## config.mk

```make
export PLATFORM = sky130hd
export DESIGN_NAME = crrl_decoder
export DESIGN_NICKNAME = d
export VERILOG_FILES = /design/src/crrl_pkg.sv /design/src/crrl_stack_if.sv /design/src/crrl_stack.sv /design/src/crrl_decoder.sv
export VERILOG_INCLUDE_DIRS = /design/src
export SDC_FILE = /design/constraint.sdc
export NUM_CORES = 2
export LEC_CHECK = 0
export CORE_MARGIN = 3
export CORE_UTILIZATION = 30
export CTS_BUF_LIST = sky130_fd_sc_hd__clkbuf_4 sky130_fd_sc_hd__clkbuf_8
export DETAILED_ROUTE_END_ITERATION = 12
export DONT_BUFFER_PORTS = 1
export PLACE_DENSITY = 0.56
export SLEW_MARGIN = 10
export SYNTH_ARGS = -nofsm -noshare
export SYNTH_HDL_FRONTEND = slang
export SYNTH_HIERARCHICAL = 1
export SYNTH_SLANG_ARGS = --single-unit
```

## constraint.sdc

```tcl
create_clock -name clk_in -period 6.35 [get_ports clk_in]
set_clock_uncertainty 0.05 [all_clocks]
set_input_delay 0.3175 -clock clk_in [delete_from_list [all_inputs] [get_ports clk_in]]
set_output_delay 0.3175 -clock clk_in [all_outputs]
set_load 0.005 [all_outputs]
```

## src/crrl_defines.svh

```systemverilog
// constants for the call/return/reset instruction logic
// assumes a 16-bit instruction word and a 21-bit byte program counter
`ifndef CRRL_DEFINES_SVH
`define CRRL_DEFINES_SVH

// ****************************************************************
// widths
// ****************************************************************
`define CRRL_IW 16
`define CRRL_PC_W 21
`define CRRL_ACC_W 8
`define CRRL_BANK_W 4
`define CRRL_LATU_W 5
`define CRRL_OFS_W 11
`define CRRL_STACK_DEPTH 31

// ****************************************************************
// encodings
// ****************************************************************
`define CRRL_RELATIVE_CALL_OPC 5'h1b
`define CRRL_RETURN_FROM_INTERRUPT_OPC 15'h0008
`define CRRL_RETURN_WITH_LITERAL_OPC 8'h0c
`define CRRL_RESET_WORD 16'h00ff

// ****************************************************************
// reset values and steps
// ****************************************************************
`define CRRL_PC_RST 21'h000000
`define CRRL_PC_STEP 21'h000002
`define CRRL_ACC_RST 8'h00
`define CRRL_STATUS_RST 8'h00
`define CRRL_BANK_RST 4'h0
`define CRRL_LATH_RST 8'h00
`define CRRL_LATU_RST 5'h00
`define CRRL_NOP_WORD 16'h0000

`endif

```

## src/crrl_pkg.sv

```systemverilog
// types shared by the call/return/reset instruction logic
// assumes crrl_defines.svh is on the include path
package crrl_pkg;
`include "crrl_defines.svh"

    // instruction cycle phases, gray along q1..q4
    typedef enum logic [1:0] {
        CRRL_Q1 = 2'b00,
        CRRL_Q2 = 2'b01,
        CRRL_Q3 = 2'b11,
        CRRL_Q4 = 2'b10
    } crrl_phase_t;

    typedef struct packed {
        crrl_phase_t phase;
        logic flush;
        logic [`CRRL_IW-1:0] ir;
        logic [`CRRL_PC_W-1:0] pc;
        logic [`CRRL_ACC_W-1:0] accum;
        logic [7:0] status;
        logic [`CRRL_BANK_W-1:0] bank;
        logic high_prio_global_int_enable;
        logic low_prio_global_int_enable;
        logic [7:0] lath;
        logic [`CRRL_LATU_W-1:0] latu;
        logic soft_rst;
    } crrl_state_t;

endpackage : crrl_pkg

```

## src/crrl_stack_if.sv

```systemverilog
// request and answer wires between the decoder and its return stack
// assumes one clock shared by both ends
`timescale 1ns/100ps
`include "crrl_defines.svh"
interface crrl_stack_if;
    import crrl_pkg::*;
    logic push;
    logic pop;
    logic clear;
    logic [`CRRL_PC_W-1:0] push_data;
    logic [`CRRL_PC_W-1:0] top;

    modport core (output push, output pop, output clear, output push_data, input top);
    modport stack (input push, input pop, input clear, input push_data, output top);
endinterface : crrl_stack_if

```

## src/crrl_stack.sv

```systemverilog
// return-address stack
// assumes push and pop never arrive in the same cycle
`timescale 1ns/100ps
`include "crrl_defines.svh"
module crrl_stack
    import crrl_pkg::*;
#(
    parameter int DEPTH = `CRRL_STACK_DEPTH
) (
    input wire logic clk_in,
    input wire logic rst_n_in,
    crrl_stack_if.stack sif
);
    localparam int PW = $clog2(DEPTH + 1);

    typedef struct packed {
        logic [DEPTH-1:0][`CRRL_PC_W-1:0] mem;
        logic [PW-1:0] ptr;
        logic [`CRRL_PC_W-1:0] top;
        // entry just below the top after the latest push, for the restore check
        logic [`CRRL_PC_W-1:0] below;
        logic below_ok;
    } crrl_stk_state_t;

    crrl_stk_state_t s_q;
    crrl_stk_state_t s_d;

    // ****************************************************************
    // push moves old top one level down, pop brings it back
    // ****************************************************************
    always_comb begin
        s_d = s_q;
        if (sif.clear) begin
            s_d.ptr = '0;
            s_d.top = `CRRL_PC_RST;
            s_d.below_ok = 1'b0;
        end else if (sif.push && s_q.ptr != PW'(DEPTH)) begin
            s_d.below = s_q.top;
            s_d.below_ok = 1'b1;
            s_d.mem[s_q.ptr] = sif.push_data;
            s_d.ptr = s_q.ptr + PW'(1);
            s_d.top = sif.push_data;
        end else if (sif.pop && s_q.ptr != '0) begin
            s_d.ptr = s_q.ptr - PW'(1);
            s_d.below_ok = 1'b0;
            s_d.top = (s_q.ptr > PW'(1)) ? s_q.mem[s_q.ptr - PW'(2)] : `CRRL_PC_RST;
        end
    end

    always_ff @(posedge clk_in) begin
        if (!rst_n_in) begin
            s_q.ptr <= '0;
            s_q.top <= `CRRL_PC_RST;
            s_q.mem <= '0;
            s_q.below <= `CRRL_PC_RST;
            s_q.below_ok <= 1'b0;
        end else begin
            s_q <= s_d;
        end
    end

    assign sif.top = s_q.top;
endmodule : crrl_stack

```

## src/crrl_decoder.sv

```systemverilog
// call/return/reset instruction logic of the 8-bit core
// assumes instr_in is the fetched word at prog_addr_out, valid in phase q1
//
// Functional notes
// - relative call: top five bits 11011
// - relative call pushes own address plus two
// - doubled signed offset added to program counter
// - call target is address plus two plus 2n
// - relative call: one word, two cycles
// - software reset equals external master clear
// - word 00ff is software reset
// - return from interrupt pops stack into pc
// - return from interrupt sets one global enable
// - fast bit set restores three shadow registers
// - fast bit clear leaves registers untouched
// - return from interrupt keeps pc latches
// - return with literal loads literal to accumulator
// - return with literal pops stack same phase
// - return with literal keeps pc high latch
// - push shifts old top down one level
`timescale 1ns/100ps
`include "crrl_defines.svh"
module crrl_decoder
    import crrl_pkg::*;
#(
    parameter int STACK_DEPTH = `CRRL_STACK_DEPTH
) (
    input wire logic clk_in,
    input wire logic rst_n_in,
    input wire logic [`CRRL_IW-1:0] instr_in,
    input wire logic high_prio_return_in,
    input wire logic [`CRRL_ACC_W-1:0] accumulator_shadow_in,
    input wire logic [7:0] status_shadow_in,
    input wire logic [`CRRL_BANK_W-1:0] bank_select_shadow_in,
    output logic [`CRRL_PC_W-1:0] prog_addr_out,
    output logic [1:0] phase_out,
    output logic [`CRRL_ACC_W-1:0] accumulator_out,
    output logic [7:0] status_out,
    output logic [`CRRL_BANK_W-1:0] bank_select_out,
    output logic high_prio_global_int_enable_out,
    output logic low_prio_global_int_enable_out,
    output logic [7:0] pc_high_latch_out,
    output logic [`CRRL_LATU_W-1:0] pc_upper_latch_out,
    output logic soft_reset_out,
    output logic [`CRRL_PC_W-1:0] stack_top_entry_out
);
    localparam int PCW = `CRRL_PC_W;

    // ****************************************************************
    // decode helpers
    // ****************************************************************
    function automatic logic is_relative_call(input logic [`CRRL_IW-1:0] w);
        return w[15:11] == `CRRL_RELATIVE_CALL_OPC;
    endfunction : is_relative_call

    function automatic logic is_return_from_interrupt(input logic [`CRRL_IW-1:0] w);
        return w[15:1] == `CRRL_RETURN_FROM_INTERRUPT_OPC;
    endfunction : is_return_from_interrupt

    function automatic logic is_return_with_literal(input logic [`CRRL_IW-1:0] w);
        return w[15:8] == `CRRL_RETURN_WITH_LITERAL_OPC;
    endfunction : is_return_with_literal

    function automatic logic is_reset(input logic [`CRRL_IW-1:0] w);
        return w == `CRRL_RESET_WORD;
    endfunction : is_reset

    function automatic logic [PCW-1:0] rel_offset(input logic [`CRRL_IW-1:0] w);
        return {{(PCW - `CRRL_OFS_W - 1){w[`CRRL_OFS_W-1]}}, w[`CRRL_OFS_W-1:0], 1'b0};
    endfunction : rel_offset

    localparam crrl_state_t RST_STATE = '{
        phase: CRRL_Q1,
        flush: 1'b0,
        ir: `CRRL_NOP_WORD,
        pc: `CRRL_PC_RST,
        accum: `CRRL_ACC_RST,
        status: `CRRL_STATUS_RST,
        bank: `CRRL_BANK_RST,
        high_prio_global_int_enable: 1'b0,
        low_prio_global_int_enable: 1'b0,
        lath: `CRRL_LATH_RST,
        latu: `CRRL_LATU_RST,
        soft_rst: 1'b0
    };

    crrl_state_t s_q;
    crrl_state_t s_d;
    crrl_stack_if sif ();

    // ****************************************************************
    // return stack
    // ****************************************************************
    crrl_stack #(
        .DEPTH(STACK_DEPTH)
    ) u_stack (
        .clk_in(clk_in),
        .rst_n_in(rst_n_in),
        .sif(sif)
    );

    // ****************************************************************
    // phase sequencing and execution
    // ****************************************************************
    always_comb begin
        s_d = s_q;
        s_d.soft_rst = 1'b0;
        sif.push = 1'b0;
        sif.pop = 1'b0;
        sif.clear = 1'b0;
        sif.push_data = s_q.pc + `CRRL_PC_STEP;
        case (s_q.phase)
            CRRL_Q1: begin
                s_d.phase = CRRL_Q2;
                // the word fetched during a refill cycle is discarded
                s_d.ir = s_q.flush ? `CRRL_NOP_WORD : instr_in;
            end
            CRRL_Q2: begin
                s_d.phase = CRRL_Q3;
                if (is_reset(s_q.ir)) begin
                    s_d = RST_STATE;
                    s_d.soft_rst = 1'b1;
                    sif.clear = 1'b1;
                end else if (is_relative_call(s_q.ir)) begin
                    sif.push = 1'b1;
                end
            end
            CRRL_Q3: begin
                s_d.phase = CRRL_Q4;
            end
            CRRL_Q4: begin
                s_d.phase = CRRL_Q1;
                s_d.flush = 1'b0;
                if (s_q.flush) begin
                    s_d.flush = 1'b0;
                end else if (is_relative_call(s_q.ir)) begin
                    s_d.pc = s_q.pc + `CRRL_PC_STEP + rel_offset(s_q.ir);
                    s_d.flush = 1'b1;
                end else if (is_return_from_interrupt(s_q.ir)) begin
                    sif.pop = 1'b1;
                    s_d.pc = sif.top;
                    s_d.flush = 1'b1;
                    if (high_prio_return_in) begin
                        s_d.high_prio_global_int_enable = 1'b1;
                    end else begin
                        s_d.low_prio_global_int_enable = 1'b1;
                    end
                    if (s_q.ir[0]) begin
                        s_d.accum = accumulator_shadow_in;
                        s_d.status = status_shadow_in;
                        s_d.bank = bank_select_shadow_in;
                    end
                end else if (is_return_with_literal(s_q.ir)) begin
                    sif.pop = 1'b1;
                    s_d.pc = sif.top;
                    s_d.accum = s_q.ir[7:0];
                    s_d.flush = 1'b1;
                end else begin
                    s_d.pc = s_q.pc + `CRRL_PC_STEP;
                end
            end
            default: begin
                s_d.phase = CRRL_Q1;
            end
        endcase
    end

    always_ff @(posedge clk_in) begin
        if (!rst_n_in) begin
            s_q <= RST_STATE;
        end else begin
            s_q <= s_d;
        end
    end

    // ****************************************************************
    // outputs
    // ****************************************************************
    assign prog_addr_out = s_q.pc;
    assign phase_out = s_q.phase;
    assign accumulator_out = s_q.accum;
    assign status_out = s_q.status;
    assign bank_select_out = s_q.bank;
    assign high_prio_global_int_enable_out = s_q.high_prio_global_int_enable;
    assign low_prio_global_int_enable_out = s_q.low_prio_global_int_enable;
    assign pc_high_latch_out = s_q.lath;
    assign pc_upper_latch_out = s_q.latu;
    assign soft_reset_out = s_q.soft_rst;
    assign stack_top_entry_out = sif.top;

    logic exec_q4;
    assign exec_q4 = s_q.phase == CRRL_Q4 && !s_q.flush;
endmodule : crrl_decoder

```

==> reports/metrics.yaml <==
outcome: "complete, no violations"
path_cells: "ha_1 > nand3_1 > nand2b_1 > nor2_1 > nand2_1 > xnor2_2 > buf_4 > ha_1 > nand2_1 > nand2b_1 > a21o_1 > a21oi_1 > o21a_1 > o2111ai_1 > dlygate4sd3_1 > nor3_1"
cp_slowest_cell: "dlygate4sd3_1"
cp.arrival_ns: 5.31
r2r_cells: 16
r2r_slack_ns: 1.72
cts_resized: 0
synthAdderAreaFrac: 0.01067
yosys-top-cells-area: "dfxtp_1 (40%), mux2i_1 (8.9%), mux4_2 (8.7%)"
start_util: 0.3034
dr.pass1.iters: 6
ctsHoldBuffers: 176
yosysUniqueCellTypes: 75
nNetsFinal: 3999
via_per_inst: 5.256
worst_slew_pin_slew_ns: 1.266
num-fill-cells: 12570
rsz0062_at_grt: "false"
routed_wl_um: 121500
r2r_start: "prog_addr_out[1]"
die_h_um: 357.5
holdPathStages: 2
cp_max_fo: 34
synth_xor_area_frac: 0.009383
grt_pass1_wl_um: 185500
cap_violations: 0
syn2layout_area_growth_pct: 14.33
cts_tree: "done"
rows: 128
syn_area_per_cell_um2: 9.272
grtUsageTotal: 0.1864
crit_path_start_kind: "register"
post-route-period-util: 0.7296
synth_cells: 3998
core_area_mm2: 0.1222
numCtsBuffers: 137
clockBufferDepth: 3
setup_viol: 0
post-cts-setup-buffers: 0
max_freq_mhz: 215.8
slew_violations: 0
synth-main-ff-cell: "dfxtp_1"
grt_max_degree: 554
num_io_pins: 119
route.detailed.drc: 0
die_area_mm2: 0.1278
io_buffers: 0
synth_top_family_by_area: "simple AND/OR/NAND/NOR gates"
seq_area_frac_synth: 0.3996
r2r_end: "prog_addr_out[20]"
cpPeakStageDelay_ns: 0.57
clock-root-buffer: "clkbuf_8"
hold_viol: 0
hp-start: "rst_n_in"
cp.required_ns: 7.03
crit_family: "simple AND/OR/NAND/NOR gates"
dp_hpwl_um: 67790
antenna_found_initial: 6
grt.overflow.total: 0
endpoint_kind: "register"
syn_area_mm2: 0.03707
globalplace.congestion: 0.8754
power.density_mw_per_mm2: 228.7
post-route-min-period_ns: 4.633
muxShareOfSynthArea: 0.1823
slew_headroom: 0.1542
worst_hold_path_type: "input port to register"
synthArstFlopShare: 0
dr_total_vias: 29720
die_w_um: 357.5
drt_iter0_markers: 2924
yosys.area_share.simple: 0.2030
grt_pass1_vias: 29290
clk_pin_slew_ns: 0.06
drive_above_1_share: 0.1335
synth_top_area_share: 0.3996
wl_per_cell_um: 21.49
p_leak_nw: 13.63
synth_compound_area_frac: 0.1299
vdd_drop_max_uv: 187.7
final_util: 0.3468
synth_enable_flop_cells: 0
synth_largest_area_cell: "dfxtp_1"
critPathBufInv: 2
ys_warn_count: 6
clk_latency_ns: 0.81
yosys_register_bits: 740
htree_levels: 4
holdPathEnd: "u_stack/s_q[682]"
ant_nets: 0
cts.sinks: 740
worst-setup-path-type: "register to register"
fin_tns_setup_ns: 0
[metal layers]
layer | vias up | track usage | share of wire
li1 | 13720 | - | -
met5 | - | 0 | 0
met3 | 170 | 0.03799 | 0.072
met2 | 993 | 0.2870 | 0.45
met1 | 14830 | 0.2600 | 0.46
met4 | 0 | 0.06180 | 0.026
[worst max-delay path by stage]
stage,cells after the start,startpoint,to
after floorplan,12,prog_addr_out[1],prog_addr_out[17]
after global placement,13,prog_addr_out[1],prog_addr_out[19]
after detailed placement,13,prog_addr_out[1],prog_addr_out[19]
after CTS,15,prog_addr_out[1],prog_addr_out[20]
after global routing,15,prog_addr_out[1],prog_addr_out[20]
final,16,prog_addr_out[1],prog_addr_out[20]
[worst reg2reg max path, stage by stage (launching register included)]
cell and delay, ns:
dfxtp_1 0.47, ha_1 0.35, nand3_1 0.25, nand2b_1 0.37, nor2_1 0.25, nand2_1 0.12
xnor2_2 0.16, buf_4 0.54, ha_1 0.43, nand2_1 0.10, nand2b_1 0.08, a21o_1 0.18
a21oi_1 0.18, o21a_1 0.18, o2111ai_1 0.13, dlygate4sd3_1 0.57, nor3_1 0.17
[layout by cell type, fill, tap and decap left out, types with 11 or more instances in the layout]
cell | netlist | final
a22oi_1 | 15 | 15
nor2_1 | 88 | 73
clkinv_2 | 0 | 11
a21o_1 | 11 | 11
nand2_1 | 623 | 623
a2111oi_1 | 16 | 16
nor3_1 | 28 | 26
ha_1 | 30 | 29
nand3_1 | 364 | 364
a21boi_1 | 83 | 83
buf_4 | 89 | 69
conb_1 | 1 | 13
xnor2_2 | 1 | 15
a21boi_0 | 289 | 289
dfxtp_1 | 740 | 737
nand2b_1 | 31 | 31
mux2_2 | 20 | 20
o221ai_1 | 16 | 16
nor2b_1 | 350 | 349
clkbuf_4 | 0 | 44
o21ai_1 | 14 | 14
a211oi_1 | 29 | 29
mux2i_1 | 331 | 331
o311ai_0 | 15 | 15
a222oi_1 | 20 | 20
o21ai_0 | 38 | 38
inv_1 | 24 | 23
mux4_2 | 143 | 143
dlygate4sd3_1 | 0 | 175
a21oi_1 | 68 | 68
clkbuf_8 | 0 | 166
[flip-flops by register name (all words and copies together) (netlist names)]
register / flops
accumulator_out: 8
bank_select_out: 4
high_prio_global_int_enable_out: 1
low_prio_global_int_enable_out: 1
phase_out: 2
prog_addr_out: 21
s_q: 17
soft_reset_out: 1
status_out: 8
u_stack/s_q: 656
u_stack/sif.top: 21
[cells by family after synthesis]
logic type | Yosys count
AO/OA/AOI/OAI | 655
XOR/XNOR | 38
adder cells (fa/ha/maj) | 31
buffers and inverters | 492
flip-flops | 740
multiplexers | 494
other | 1
AND/OR/NAND/NOR | 1547
[power by group]
group / internal, mW / leakage [nW] / total, mW / switching (mW)
Combinational: 0.121 / 6.19 / 0.263 / 0.143
Sequential: 4.65 / 5.96 / 4.67 / 0.0205
Clock: 2.69 / 1.48 / 4.75 / 2.06
Total: 7.46 / 13.6 / 9.69 / 2.23
[cell usage after synthesis, drive strengths merged (53+ instances only)]
master / count
a21boi: 372
a21oi: 68
buf: 243
clkbuf: 225
dfxtp: 740
mux2i: 331
mux4: 143
nand2: 623
nand3: 365
nor2: 88
nor2b: 350
o21ai: 53
[metrics by stage]
step,cells,total power [mW],hold WS [ns],setup slack [ns],area (µm²)
6_report,5654,9.693,0.02414,1.717,42380
5_1_grt,5649,10.03,0.02364,1.296,42370
4_1_cts,5645,9.800,0.06074,1.741,42310
3_5_place_dp,5237,4.956,0.3936,2.220,37730
3_3_place_gp,5237,4.955,0.3876,2.221,37730
2_1_floorplan,4010,4.961,0.3811,3.236,37110
[layout make-up]
| class | instances | area [µm²] | area share |
|---|---|---|---|
| Antenna cell | 7 | 17.52 | 0.0004133 |
| Inverter | 24 | 90.09 | 0.002126 |
| Sequential cell | 740 | 14820 | 0.3497 |
| Clock inverter | 22 | 186.4 | 0.004399 |
| Multi-Input combinational cell | 2778 | 20250 | 0.4777 |
| Timing Repair Buffer | 248 | 2372 | 0.05597 |
| Clock buffer | 210 | 2615 | 0.06170 |
| Tap cell | 1625 | 2033 | 0.04797 |
Note: power is estimated with default switching activity, not from simulation.
